--- src/rtl/csm_pkg.sv ---
// constants and types shared by the suspend-mode control block
package csm_pkg;

    // bit positions of the pin inputs inside the synchroniser vector
    localparam int unsigned PIN_SUSPEND_REQUEST_N_N    = 0;
    localparam int unsigned PIN_BURST_READY_N_N    = 1;
    localparam int unsigned PIN_NMI       = 2;
    localparam int unsigned PIN_MASKABLE_INTERRUPT_REQUEST      = 3;
    localparam int unsigned PIN_SMI_N     = 4;
    localparam int unsigned PIN_HOLD      = 5;
    localparam int unsigned PIN_ADDR_HOLD = 6;
    localparam int unsigned PIN_BACKOFF_N = 7;
    localparam int unsigned PIN_FLUSH_N   = 8;
    localparam int unsigned PIN_W         = 9;

    // idle level of every pin after reset: active-low pins high
    localparam logic [PIN_W-1:0] PIN_RST_VAL = 9'h193;

    // counter width and cycle counts in input clocks; MAX_INSTR_AFTER counts instructions
    localparam int unsigned CNT_W              = 6;
    localparam int unsigned SYNC_LAT_CLKS      = 3;
    localparam int unsigned SUSPEND_REQUEST_N_ACK_MIN_CLKS  = 8;
    localparam int unsigned SUSPEND_REQUEST_N_RESUME_CLKS   = 5;
    localparam int unsigned MAX_INSTR_AFTER    = 2;
    localparam int unsigned HALT_ACK_MAX_CLKS  = 40;
    localparam int unsigned HALT_RESUME_CLKS   = 10;

    localparam logic [CNT_W-1:0] ACK_MIN_CNT   = CNT_W'(SUSPEND_REQUEST_N_ACK_MIN_CLKS - 1);
    localparam logic [CNT_W-1:0] RESUME_CNT    = CNT_W'(SUSPEND_REQUEST_N_RESUME_CLKS - 1);
    localparam logic [CNT_W-1:0] HALT_DL_CNT   =
        CNT_W'(HALT_ACK_MAX_CLKS - SYNC_LAT_CLKS - 1);
    localparam logic [CNT_W-1:0] HALT_RES_CNT  = CNT_W'(HALT_RESUME_CLKS - 1);
    localparam logic [CNT_W-1:0] CNT_START     = 6'h01;
    localparam logic [1:0]       INSTR_MAX     = 2'(MAX_INSTR_AFTER);

    // reset values of control state
    localparam logic ACK_N_RST = 1'b1;

    // controller states, gray coded from idle up to each exit state
    typedef enum logic [2:0] {
        ST_IDLE  = 3'h0,
        ST_DRAIN = 3'h1,
        ST_GRANT = 3'h3,
        ST_PSUSP = 3'h2,
        ST_PEXIT = 3'h6,
        ST_HWAIT = 3'h4,
        ST_HSUSP = 3'h5,
        ST_HEXIT = 3'h7
    } csm_state_t;

endpackage

--- src/rtl/csm_pin_sync.sv ---
// three-stage pin synchroniser with agreement filter
`timescale 1ns/10ps
module csm_pin_sync
    import csm_pkg::*;
#(
    parameter int unsigned         W       = PIN_W,
    parameter logic [PIN_W-1:0]    RST_VAL = PIN_RST_VAL
) (
    // clock and reset
    input  wire logic         sys_clk_i,
    input  wire logic         rst_n_i,
    // raw pins and filtered result
    input  wire logic [W-1:0] pin_i,
    output logic      [W-1:0] pin_o
);

    logic [W-1:0] s1_reg;
    logic [W-1:0] s2_reg;
    logic [W-1:0] s3_reg;
    logic [W-1:0] out_reg;
    logic [W-1:0] out_next;

    // a bit moves only once stages two and three agree
    assign out_next = (s2_reg & s3_reg) | (out_reg & (s2_reg ^ s3_reg));

    always_ff @(posedge sys_clk_i) begin
        if (!rst_n_i) begin
            s1_reg  <= RST_VAL[W-1:0];
            s2_reg  <= RST_VAL[W-1:0];
            s3_reg  <= RST_VAL[W-1:0];
            out_reg <= RST_VAL[W-1:0];
        end else begin
            s1_reg  <= pin_i;
            s2_reg  <= s1_reg;
            s3_reg  <= s2_reg;
            out_reg <= out_next;
        end
    end

    assign pin_o = out_reg;

endmodule

--- src/rtl/csm_suspend_ctrl.sv ---
// suspend-mode controller: pin and halt entry, timed exit, held interrupts
`timescale 1ns/10ps
module csm_suspend_ctrl
    import csm_pkg::*;
(
    // clock and reset
    input  wire logic sys_clk_i,
    input  wire logic rst_n_i,
    // device pins
    input  wire logic suspend_request_n_i,
    input  wire logic burst_ready_n_i,
    input  wire logic nmi_i,
    input  wire logic maskable_interrupt_request_i,
    input  wire logic system_mgmt_interrupt_n_i,
    input  wire logic hold_request_i,
    input  wire logic address_hold_request_i,
    input  wire logic backoff_n_i,
    input  wire logic flush_n_i,
    output logic      suspend_ack_n_o,
    output logic      hold_ack_o,
    // configuration bits of config_control_reg_two
    input  wire logic pin_suspend_enable_i,
    input  wire logic halt_suspend_enable_i,
    // core and bus unit
    input  wire logic instr_retire_i,
    input  wire logic pipe_empty_i,
    input  wire logic bus_idle_i,
    input  wire logic halt_cycle_i,
    input  wire logic maskable_interrupt_request_unmasked_i,
    input  wire logic stop_grant_done_i,
    input  wire logic nmi_taken_i,
    input  wire logic maskable_interrupt_request_taken_i,
    input  wire logic smi_taken_i,
    output logic      core_stall_o,
    output logic      stop_grant_req_o,
    output logic      halt_wake_o,
    output logic      held_nmi_o,
    output logic      held_maskable_interrupt_request_o,
    output logic      held_smi_o,
    output logic      addr_float_o,
    output logic      bus_release_o,
    output logic      flush_ack_o
);

    function automatic logic [CNT_W-1:0] cnt_inc(input logic [CNT_W-1:0] c);
        cnt_inc = (c == {CNT_W{1'b1}}) ? c : c + 6'h01;
    endfunction

    logic [PIN_W-1:0] pin_raw;
    logic [PIN_W-1:0] pin_s;

    csm_state_t       state_reg;
    csm_state_t       state_next;
    logic [CNT_W-1:0] cnt_reg;
    logic [CNT_W-1:0] cnt_next;
    logic [1:0]       retire_reg;
    logic [1:0]       retire_next;
    logic             ack_n_reg;
    logic             ack_n_next;
    logic             stall_reg;
    logic             stall_next;
    logic             grant_reg;
    logic             grant_next;
    logic             wake_reg;
    logic             wake_next;
    logic             nmi_prev_reg;
    logic             flush_prev_reg;
    logic             held_nmi_reg;
    logic             held_maskable_interrupt_request_reg;
    logic             held_smi_reg;
    logic             hold_ack_reg;
    logic             afloat_reg;
    logic             release_reg;
    logic             flush_ack_reg;

    assign pin_raw = {flush_n_i, backoff_n_i, address_hold_request_i, hold_request_i,
                      system_mgmt_interrupt_n_i, maskable_interrupt_request_i, nmi_i,
                      burst_ready_n_i, suspend_request_n_i};

    csm_pin_sync #(
        .W       (PIN_W),
        .RST_VAL (PIN_RST_VAL)
    ) u_sync (
        .sys_clk_i (sys_clk_i),
        .rst_n_i   (rst_n_i),
        .pin_i     (pin_raw),
        .pin_o     (pin_s)
    );

    // decoded conditions
    wire suspend_request_n_req    = ~pin_s[PIN_SUSPEND_REQUEST_N_N];
    wire burst_ready_n        = ~pin_s[PIN_BURST_READY_N_N];
    wire nmi_rise    = pin_s[PIN_NMI] & ~nmi_prev_reg;
    wire maskable_interrupt_request_act    = pin_s[PIN_MASKABLE_INTERRUPT_REQUEST];
    wire smi_act     = ~pin_s[PIN_SMI_N];
    wire flush_fall  = ~pin_s[PIN_FLUSH_N] & flush_prev_reg;
    wire hold_defer  = hold_ack_reg & ~pipe_empty_i;
    wire pin_entry   = suspend_request_n_req & pin_suspend_enable_i & ~hold_defer;
    wire halt_entry  = halt_suspend_enable_i & halt_cycle_i & burst_ready_n;
    wire wake_irq    = nmi_rise | (maskable_interrupt_request_act & maskable_interrupt_request_unmasked_i) | smi_act;
    wire drained     = pipe_empty_i | (retire_reg == INSTR_MAX);
    wire pin_mode    = (state_reg == ST_DRAIN) | (state_reg == ST_GRANT) |
                       (state_reg == ST_PSUSP) | (state_reg == ST_PEXIT);
    wire [1:0] retire_inc = (retire_reg == INSTR_MAX) ? retire_reg :
                            retire_reg + {1'b0, instr_retire_i};

    always_comb begin
        state_next  = state_reg;
        cnt_next    = cnt_inc(cnt_reg);
        retire_next = retire_inc;
        ack_n_next  = ack_n_reg;
        stall_next  = stall_reg;
        grant_next  = grant_reg;
        wake_next   = 1'b0;
        unique case (state_reg)
            ST_IDLE: begin
                cnt_next    = CNT_START;
                retire_next = 2'h0;
                if (pin_entry) begin
                    state_next = ST_DRAIN;
                    stall_next = 1'b1;
                end else if (halt_entry) begin
                    state_next = ST_HWAIT;
                    stall_next = 1'b1;
                end
            end
            ST_DRAIN: begin
                if (!suspend_request_n_req) begin
                    state_next = ST_IDLE;
                    stall_next = 1'b0;
                end else if (drained) begin
                    state_next = ST_GRANT;
                    grant_next = 1'b1;
                end
            end
            ST_GRANT: begin
                if (stop_grant_done_i) begin
                    grant_next = 1'b0;
                end
                if (!grant_reg && cnt_reg >= ACK_MIN_CNT) begin
                    state_next = ST_PSUSP;
                    ack_n_next = 1'b0;
                end
            end
            ST_PSUSP: begin
                cnt_next = CNT_START;
                if (!suspend_request_n_req) begin
                    state_next = ST_PEXIT;
                end
            end
            ST_PEXIT: begin
                if (cnt_reg == RESUME_CNT) begin
                    state_next = ST_IDLE;
                    ack_n_next = 1'b1;
                    stall_next = 1'b0;
                end
            end
            ST_HWAIT: begin
                if (pipe_empty_i || cnt_reg == HALT_DL_CNT) begin
                    state_next = ST_HSUSP;
                    ack_n_next = 1'b0;
                end
            end
            ST_HSUSP: begin
                cnt_next = CNT_START;
                if (wake_irq) begin
                    state_next = ST_HEXIT;
                    wake_next  = 1'b1;
                end
            end
            ST_HEXIT: begin
                if (cnt_reg == HALT_RES_CNT) begin
                    state_next = ST_IDLE;
                    ack_n_next = 1'b1;
                    stall_next = 1'b0;
                end
            end
        endcase
    end

    always_ff @(posedge sys_clk_i) begin
        if (!rst_n_i) begin
            state_reg  <= ST_IDLE;
            cnt_reg    <= CNT_START;
            retire_reg <= 2'h0;
            ack_n_reg  <= ACK_N_RST;
            stall_reg  <= 1'b0;
            grant_reg  <= 1'b0;
            wake_reg   <= 1'b0;
        end else begin
            state_reg  <= state_next;
            cnt_reg    <= cnt_next;
            retire_reg <= retire_next;
            ack_n_reg  <= ack_n_next;
            stall_reg  <= stall_next;
            grant_reg  <= grant_next;
            wake_reg   <= wake_next;
        end
    end

    // held interrupts: set wins over the core's take
    always_ff @(posedge sys_clk_i) begin
        if (!rst_n_i) begin
            nmi_prev_reg  <= 1'b0;
            held_nmi_reg  <= 1'b0;
            held_maskable_interrupt_request_reg <= 1'b0;
            held_smi_reg  <= 1'b0;
        end else begin
            nmi_prev_reg  <= pin_s[PIN_NMI];
            held_nmi_reg  <= (pin_mode & nmi_rise) | (held_nmi_reg & ~nmi_taken_i);
            held_maskable_interrupt_request_reg <= (pin_mode & maskable_interrupt_request_act) | (held_maskable_interrupt_request_reg & ~maskable_interrupt_request_taken_i);
            held_smi_reg  <= (pin_mode & smi_act) | (held_smi_reg & ~smi_taken_i);
        end
    end

    // bus ownership requests, honoured in every state
    always_ff @(posedge sys_clk_i) begin
        if (!rst_n_i) begin
            flush_prev_reg <= 1'b1;
            hold_ack_reg   <= 1'b0;
            afloat_reg     <= 1'b0;
            release_reg    <= 1'b0;
            flush_ack_reg  <= 1'b0;
        end else begin
            flush_prev_reg <= pin_s[PIN_FLUSH_N];
            hold_ack_reg   <= pin_s[PIN_HOLD] & (hold_ack_reg | bus_idle_i);
            afloat_reg     <= pin_s[PIN_ADDR_HOLD];
            release_reg    <= ~pin_s[PIN_BACKOFF_N];
            flush_ack_reg  <= flush_fall;
        end
    end

    assign suspend_ack_n_o  = ack_n_reg;
    assign core_stall_o     = stall_reg;
    assign stop_grant_req_o = grant_reg;
    assign halt_wake_o      = wake_reg;
    assign held_nmi_o       = held_nmi_reg;
    assign held_maskable_interrupt_request_o      = held_maskable_interrupt_request_reg;
    assign held_smi_o       = held_smi_reg;
    assign hold_ack_o       = hold_ack_reg;
    assign addr_float_o     = afloat_reg;
    assign bus_release_o    = release_reg;
    assign flush_ack_o      = flush_ack_reg;

endmodule

--- config.mk ---
export PLATFORM = sky130hd
export DESIGN_NAME = csm_suspend_ctrl
export DESIGN_NICKNAME = d
export VERILOG_FILES = /design/src/rtl/csm_pkg.sv /design/src/rtl/csm_pin_sync.sv /design/src/rtl/csm_suspend_ctrl.sv
export SDC_FILE = /design/constraint.sdc
export NUM_CORES = 1
export LEC_CHECK = 0
export BUFFER_PORTS_ARGS = -buffer_cell sky130_fd_sc_hd__buf_2
export CAP_MARGIN = 10
export CORE_ASPECT_RATIO = 0.5
export CORE_UTILIZATION = 56
export CTS_CLUSTER_DIAMETER = 100
export DETAILED_ROUTE_END_ITERATION = 10
export HOLD_SLACK_MARGIN = 0.02
export PLACE_DENSITY = 0.89
export SKIP_LAST_GASP = 1
export SLEW_MARGIN = 20
export SYNTH_ARGS = -nofsm -noshare
export SYNTH_HDL_FRONTEND = slang
export SYNTH_SLANG_ARGS = --single-unit
export TNS_END_PERCENT = 10
--- constraint.sdc ---
create_clock -name sys_clk_i -period 2 [get_ports sys_clk_i]
set_input_delay 0.2 -clock sys_clk_i [delete_from_list [all_inputs] [get_ports sys_clk_i]]
set_output_delay 0.2 -clock sys_clk_i [all_outputs]
set_load 0.02 [all_outputs]
==> impl_metrics.tcl, run 1 <==
set metrics [dict create \
    outcome "complete, no violations" \
    drtPass1Iterations 5 \
    synth.avg_cell_area_um2 9.90 \
    synth_fa_ha_area_share_pct 6.87 \
    fin_crit_ns 1.92 \
    hold_viol_final 0 \
    yosys-top-cells-area "dfxtp_1 51%, ha_1 6.9%, nand2b_1 5.6%" \
    ant_nets 0 \
    critical_path_class "flip-flop to flip-flop" \
    num_antenna_cells 0 \
    routed_wl_um 4460 \
    grt_pass1_wl_um 6870 \
    synth_top_family_by_area "simple AND/OR/NAND/NOR gates" \
    io_pins 33 \
    finalPower_mw 3.06 \
    ys_seq_elements 60 \
    antenna_found_initial 0 \
    cp_max_fo 9 \
    grt_pass1_vias 1534 \
    start_util_pct 59.4 \
    clock-sinks 60 \
    grt_overflow_total 0 \
    row_count 16 \
    wl_per_cell_um 13.2 \
    die-area_mm2 0.00450 \
    synth.top_cell.area_share_pct 50.8 \
    hpwl_um 3060 \
    slew_violations 0 \
    start_kind "flip-flop" \
    crit_path_end_kind "flip-flop" \
    yosys_warnings 0 \
    leakage_nw 1.20 \
    synth_commonest_cells "60 x dfxtp_1, 23 x nor2_1, 21 x nand2b_1" \
    h-tree-depth 3 \
    synth_edf_count 0 \
    postCtsHoldBufs 0 \
    stdcell_count 337 \
    routabilityCongestion 0.805 \
    synthSimpleGateAreaFrac_pct 23.1 \
    port_buffers 32 \
    yosys.area.top_type "dfxtp_1" \
    synth_flop_cell "dfxtp_1" \
    die_y_um 48.0 \
    via_per_inst 5.25 \
    place_inst 320 \
    worstSkewPairLatency_ns 0.34 \
    worstMarginPinSlew_ns 0.530 \
    num_vias 1768 \
    area_growth_syn_to_layout_pct 19.8 \
    min_path_type "primary input to flip-flop" \
    vdd_ir_drop_max_mv 0.707 \
    synth.most_common_cell "dfxtp_1" \
    core_mm2 0.00398 \
    die_w_um 93.9 \
    fin_worst_skew_ns 0.00490 \
    synth_compound_area_share_pct 14.1 \
    power_density_mw_per_mm2 1080 \
    seqCellArea_mm2 0.00120 \
    syn_area_mm2 0.00237 \
    grt_setup_unrepaired "no" \
    clk_pin_slew_worst_paths_ns 0.07 \
    timing.slew.headroom_pct 64.5 \
    n_fill_cell 300 \
    drive_above_1_share_pct 23.0 \
    async_flop_share_pct 0 \
    finalSetupViolations 0 \
    yosysSeqAreaShare_pct 50.8 \
    cts_root_buf "clkbuf_8" \
    synth_xor_area_share_pct 0.740 \
    ys_types 50 \
    post-route-drc-count 0 \
    maxClockFrequency_mhz 521 \
    cts-buffers-inserted 9 \
    track_usage_pct 21.6 \
    cts_buffer_depth 2 \
    syn_inst 239 \
    grt_max_degree 36 \
    cts_tree "built" \
    dr.first_iter.drc_count 105 \
    final_nets 313 \
    syn_nets 274 \
    multi_input_area_mm2 0.00111 \
    max-cap-violations 0 \
    fin_crit_sh_pct 96.0 \
    synth.area.mux_share_pct 0.423 \
    worstPathArrival_ns 2.16 \
    required_ns 2.24 \
]
==> logic make-up (layout without fill, tap and decap cells) <==
logic type,count (synthesis),after routing
buffers and inverters,19,63
xor gates and xnor gates,2,2
and+or+nand+nor,100,100
DFF,60,60
adders and majority gates,13,13
AOI/OAI and AO/OA,44,44
muxes,1,1
==> timing repair <==
item | CTS | global route
endpoints found under the setup margin | 2 | 2
buffers inserted | 1 | 0
gates resized for setup | 2 | 6
pin swaps | 1 | 0
==> path summary, 6_finish.rpt <==
path / depth (start not counted) / slack, ns / startpoint / endpoint
max reg2reg: 6 / 0.08 / state_reg[1] / state_reg[1]
max: 6 / 0.08 / state_reg[1] / state_reg[1]
min: 2 / 0.04 / flush_n_i / u_sync.s1_reg[8]
min reg2reg: 1 / 0.41 / u_sync.s1_reg[7] / u_sync.s2_reg[7]
==> layer usage <==
metal / track usage (%) / wire (um) / up-vias
met1: 24.3 / 2000 / 819
li1: - / - / 905
met4: 12.9 / 69 / 0
met2: 36.6 / 2180 / 36
met5: 0 / 0 / -
met3: 8.57 / 215 / 8
==> critical path, cell delays in order (launching register included) <==
cell       delay, ns
dfxtp_1         0.39
or3_4           0.40
a311oi_4        0.36
a211oi_2        0.06
buf_4           0.16
a21boi_1        0.13
a2111oi_2       0.32
==> final cells by class <==
| class | count | area share [%] |
|---|---|---|
| timing repair buffer | 38 | 7.24 |
| clock buffer | 10 | 4.50 |
| multi-input combinational | 160 | 39.0 |
| tap | 54 | 2.38 |
| clock inverter | 6 | 3.13 |
| inverter | 9 | 1.19 |
| sequential | 60 | 42.5 |
==> placed cells by master (no fill, tap or decap), types with 3 or more instances in the layout <==
| master | synthesis | routed |
|---|---|---|
| nor3b_1 | 3 | 3 |
| dfxtp_1 | 60 | 57 |
| buf_2 | 1 | 32 |
| nor2b_1 | 3 | 3 |
| clkbuf_8 | 0 | 9 |
| ha_1 | 13 | 13 |
| dfxtp_2 | 0 | 3 |
| nand2b_1 | 21 | 21 |
| buf_4 | 2 | 6 |
| a211o_1 | 5 | 5 |
| inv_1 | 8 | 8 |
| a31oi_1 | 5 | 5 |
| nand3_1 | 5 | 5 |
| a21oi_1 | 10 | 10 |
| o21ai_0 | 4 | 4 |
| and2_1 | 14 | 14 |
| nor2_1 | 23 | 23 |
| nand2_1 | 14 | 14 |
| nor3_1 | 3 | 3 |
==> report_power, final <==
group          internal [mW]  switching [mW]
clock                  0.701           0.473
combinational          0.246           0.277
sequential              1.28          0.0850
==> metrics by stage <==
step	util [%]	hold WS [ns]	cell area, um^2	worst slack (ns)	setup TNS (ns)
floorplan	-	0.301	2370	0.228	0
global route	71.1	0.0269	2830	0.0244	0
finish	71.1	0.0422	2830	0.0793	0
CTS	70.4	0.0272	2800	0.0435	0
global placement	64.5	0.382	2570	0.102	0
detailed placement	64.5	0.385	2570	-0.0164	-0.0164
Power figures use the tool's default switching activity.
==> inputs of run 2 (changes only) <==
SYNTH_HIERARCHICAL = 1   (was unset)
==> run 2 against run 1 <==
Net effect: design area decreased by 2.8%; global-route usage is 1.2 points higher; clock-buffer cell count is 2 higher; via count is 0.90% lower; synthesized cell count decreased by 1.3%.
==> impl_metrics.tcl, run 2 <==
set metrics [dict create \
    fin_setup_tns_ns 0 \
    yosys.area.top_type "dfxtp_1" \
    grt_pass1_vias 1582 \
    maxClockFrequency_mhz 549 \
    drive_above_1_share_pct 20.5 \
    setup_ws_ns 0.178 \
    grt_setup_unrepaired "no" \
    wl_per_cell_um 13.8 \
    synth.most_common_cell "dfxtp_1" \
    synth_xor_area_share_pct 0.747 \
    worstPathArrival_ns 2.06 \
    start_kind "flip-flop" \
    routabilityCongestion 0.918 \
    synth_flop_cell "dfxtp_1" \
    ant_nets 0 \
    slew_violations 0 \
    clk_pin_slew_worst_paths_ns 0.06 \
    min_path_cells 2 \
    fin_worst_skew_ns 0.00643 \
    postCtsHoldBufs 0 \
    grt_max_degree 43 \
    clock-sinks 60 \
    finalSetupViolations 0 \
    die-area_mm2 0.00446 \
    hold_start "system_mgmt_interrupt_n_i" \
    die_y_um 47.7 \
    h-tree-depth 3 \
    cts_buffer_depth 2 \
    async_flop_share_pct 0 \
    post-route-drc-count 0 \
    synth.avg_cell_area_um2 9.93 \
    leakage_nw 1.14 \
    synth.top_cell.area_share_pct 51.3 \
    cts-buffers-inserted 9 \
    grt_overflow_total 0 \
    row_count 16 \
    final_nets 308 \
    port_buffers 32 \
    stdcell_count 332 \
    crit_path_end_kind "flip-flop" \
    finish.utilization_pct 69.5 \
    layout_common_cells "59 x dfxtp_1, 32 x buf_2, 18 x nand2b_1" \
    ys_types 42 \
    area_growth_syn_to_layout_pct 17.6 \
    syn_nets 271 \
    via_per_inst 5.28 \
    place_inst 316 \
    worstReg2RegEnd "state_reg[1]" \
    worstMarginPinSlew_ns 0.460 \
    dp_slack_ns 0.168 \
    worstSkewPairLatency_ns 0.34 \
    reg2reg_depth 7 \
    grt_pass1_wl_um 7210 \
    routed_wl_um 4590 \
    synth.area.mux_share_pct 0.854 \
    num_antenna_cells 0 \
    final_common_cell "dfxtp_1" \
    min_to "u_sync/s1_reg[4]" \
    timing.slew.headroom_pct 69.2 \
    finalPower_mw 2.95 \
    yosysSeqAreaShare_pct 51.3 \
    synth_edf_count 0 \
    track_usage_pct 22.8 \
    drtPass1Iterations 4 \
    num_vias 1752 \
    synth_top_family_by_area "simple AND/OR/NAND/NOR gates" \
    n_fill_cell 285 \
    synth_compound_area_share_pct 10.5 \
    fin_crit_sh_pct 91.1 \
    fin_crit_ns 1.82 \
    antenna_found_initial 0 \
    vdd_ir_drop_max_mv 0.758 \
    io_pins 33 \
    r2r_start "cnt_reg[0]" \
    max-cap-violations 0 \
    synth_commonest_cells "60 x dfxtp_1, 18 x nand2b_1, 16 x and2_1, 16 x nor2_1, 15 x nand2_1" \
    cp_max_fo 4 \
    hold_viol_final 0 \
    cts_tree "built" \
    dr.first_iter.drc_count 74 \
    die_w_um 93.5 \
    core_mm2 0.00396 \
    synth_fa_ha_area_share_pct 6.94 \
    yosys_warnings 6 \
    syn_area_mm2 0.00234 \
    yosys-top-cells-area "dfxtp_1 51%, ha_1 6.9%, nand2b_1 4.8%" \
    critical_path_class "flip-flop to flip-flop" \
    start_util_pct 59.1 \
    min_path_type "primary input to flip-flop" \
    hpwl_um 2980 \
    required_ns 2.23 \
    synthSimpleGateAreaFrac_pct 25.5 \
    reg2reg_slack_ns 0.18 \
    ys_seq_elements 60 \
    outcome "complete, no violations" \
    syn_inst 236 \
    power_density_mw_per_mm2 1070 \
    cts_root_buf "clkbuf_8" \
    cts_setup_buffers 0 \
]
-- run 2: worst max-delay path by stage --
| stage | start | to | slack (ns) |
|---|---|---|---|
| finish | cnt_reg[0] | state_reg[1] | 0.18 |
| global placement | cnt_reg[0] | state_reg[1] | 0.23 |
| global route | cnt_reg[0] | state_reg[1] | 0.01 |
| CTS | cnt_reg[0] | state_reg[1] | 0.15 |
| floorplan | cnt_reg[0] | state_reg[1] | 0.29 |
| detailed placement | cnt_reg[0] | state_reg[1] | 0.17 |
-- run 2: area by class of cell --
type	count	area (um^2)	share of cell area, %
clock buffers	12	145	5.27
inverters	10	37.5	1.36
well taps	54	67.6	2.45
multi-input cells	157	1050	38.0
repair buffers	35	183	6.63
flip-flops and latches	60	1200	43.6
clock inverters	4	72.6	2.63
-- run 2: what timing repair did --
action,in CTS,in global routing
setup endpoints to repair,0,1
gates resized for setup,0,2
hold endpoints to repair,0,0
-- run 2: where the power goes --
group,total [mW],internal (mW),switching [mW]
Combinational,0.408,0.183,0.226
Clock,1.18,0.734,0.449
Sequential,1.36,1.27,0.0832
-- run 2: critical path: stages (launching register included) --
cell	delay, ns
dfxtp_1	0.34
inv_1	0.09
ha_1	0.16
and4bb_1	0.21
o21ai_2	0.08
a32oi_2	0.27
o2111ai_2	0.19
a2111oi_2	0.38
-- run 2: cell families after synthesis --
group                    count (synthesis)
AO/OA/AOI/OAI                           34
buffers and inverters                   19
adder cells (fa/ha/maj)                 13
multiplexers                             2
AND/OR/NAND/NOR                        106
flip-flops                              60
XOR/XNOR                                 2
-- run 2: stage by stage --
step / hold WS, ns / instance area [um^2]
floorplan: 0.273 / 2340
global placement: 0.379 / 2530
detailed placement: 0.383 / 2530
CTS: 0.0311 / 2750
global route: 0.0226 / 2760
finish: 0.0428 / 2760
-- run 2: routing by layer --
layer	vias up	global-route usage (%)	share of wire, %
li1	882	-	-
met1	805	24.5	42
met5	-	0	0
met4	0	9.85	1.3
met3	8	10.8	6.8
met2	57	40.6	50
==> inputs of run 3 (changes only) <==
CORE_UTILIZATION = 60   (was 56)
PLACE_DENSITY = 0.94   (was 0.89)
clock period = 2.21 ns   (was 2 ns; I/O delays follow)
==> run 3 against run 2 <==
Net effect: global-route usage rose by 2.8 points; core utilization increased by 6.3 points; worst setup slack better by 0.082 ns; largest cell class unchanged; largest power group unchanged.
==> impl_metrics.tcl, run 3 (synthesis gave the netlist of run 2 again) <==
set metrics [dict create \
    outcome "complete, no violations" \
    drive_above_1_share_pct 19.9 \
    cts_root_buf "clkbuf_8" \
    cts_tree "built" \
    hpwl_um 3040 \
    vdd_ir_drop_max_mv 0.490 \
    power_density_mw_per_mm2 944 \
    antenna_found_initial 0 \
    routabilityCongestion 0.831 \
    num_vias 1806 \
    fin_setup_tns_ns 0 \
    routed_wl_um 4690 \
    worstPathArrival_ns 2.19 \
    via_per_inst 5.52 \
    layout_common_cells "60 x dfxtp_1, 32 x buf_2, 18 x nand2b_1" \
    grt_setup_unrepaired "no" \
    clock-sinks 60 \
    h-tree-depth 3 \
    finalSetupViolations 0 \
    timing.slew.headroom_pct 58.4 \
    cp_max_fo 15 \
    finish.utilization_pct 75.8 \
    reg2reg_slack_ns 0.26 \
    cts_setup_buffers 0 \
    dp_slack_ns 0.330 \
    track_usage_pct 25.6 \
    die-area_mm2 0.00417 \
    drtPass1Iterations 4 \
    dr.first_iter.drc_count 91 \
    grt_overflow_total 0 \
    slew_violations 0 \
    multi_input_area_mm2 0.00104 \
    hold_viol_final 0 \
    finalPower_mw 2.56 \
    clk_pin_slew_worst_paths_ns 0.07 \
    num_antenna_cells 0 \
    die_y_um 46.2 \
    core_mm2 0.00358 \
    wl_per_cell_um 14.3 \
    max-cap-violations 0 \
    fin_crit_sh_pct 88.2 \
    ant_nets 0 \
    worstSkewPairLatency_ns 0.34 \
    grt_max_degree 35 \
    leakage_nw 1.12 \
    maxClockFrequency_mhz 513 \
    cts_buffer_depth 2 \
    cts_resized 0 \
    area_growth_syn_to_layout_pct 15.9 \
    grt_pass1_wl_um 7680 \
    fin_worst_skew_ns 0.00549 \
    grt_pass1_vias 1673 \
    worstMarginPinSlew_ns 0.618 \
    die_w_um 90.4 \
    hold_slack_ns 0.0533 \
    n_fill_cell 222 \
    postCtsHoldBufs 0 \
    seqCellArea_mm2 0.00120 \
    setup_ws_ns 0.260 \
    critical_path_class "flip-flop to flip-flop" \
    crit_path_end_kind "flip-flop" \
    io_pins 33 \
    final_common_cell "dfxtp_1" \
    post-route-drc-count 0 \
    start_kind "flip-flop" \
    min_path_type "primary input to flip-flop" \
    cts-buffers-inserted 9 \
    row_count 15 \
    fin_crit_ns 1.95 \
    start_util_pct 65.4 \
    port_buffers 32 \
    final_nets 306 \
    required_ns 2.45 \
]
-- run 3: changes by cell type in the layout (fill, tap and decap cells not counted), sizes merged --
cell,change
buf,-2
bufinv,-1
clkbuf,-2
clkinv,+2
clkinvlp,+1
-- run 3: critical path, stage by stage, from the launching register on --
cell and delay, ns:
dfxtp_1 0.59, and4b_1 0.28, o21ai_2 0.09, a32oi_2 0.27
o2111ai_2 0.22, a2111oi_2 0.39
-- run 3: metal layers --
metal | share of wire, % | track usage (%) | vias to the layer above
met1 | 41 | 26.9 | 831
met4 | 2.5 | 14.2 | 0
met2 | 50 | 44.6 | 82
met3 | 6.9 | 12.2 | 14
met5 | 0 | 0 | -
li1 | - | - | 879
-- run 3: through the flow --
step	area, um^2	instances
after floorplan	2340	236
after global placement	2510	311
after detailed placement	2510	311
after CTS	2720	327
after global routing	2720	327
final	2720	327
-- run 3: cell type report --
class | instances | area share (%)
multi-input cells | 157 | 38.5
inverters | 10 | 1.38
clock buffers | 10 | 5.07
clock inverters | 6 | 2.35
well taps | 51 | 2.35
flip-flops and latches | 60 | 44.2
repair buffers | 33 | 6.17
-- run 3: path summary, 6_finish.rpt --
path,startpoint,cells after the start,end
min reg2reg,u_sync/pin_o[7],1,bus_release_o
max,state_reg[0],5,state_reg[1]
max reg2reg,state_reg[0],5,state_reg[1]
min,flush_n_i,2,u_sync/s1_reg[8]
-- run 3: power by group --
part	switching [mW]	internal, mW
sequential	0.0762	1.15
combinational	0.200	0.162
clock	0.429	0.548
total	0.705	1.86
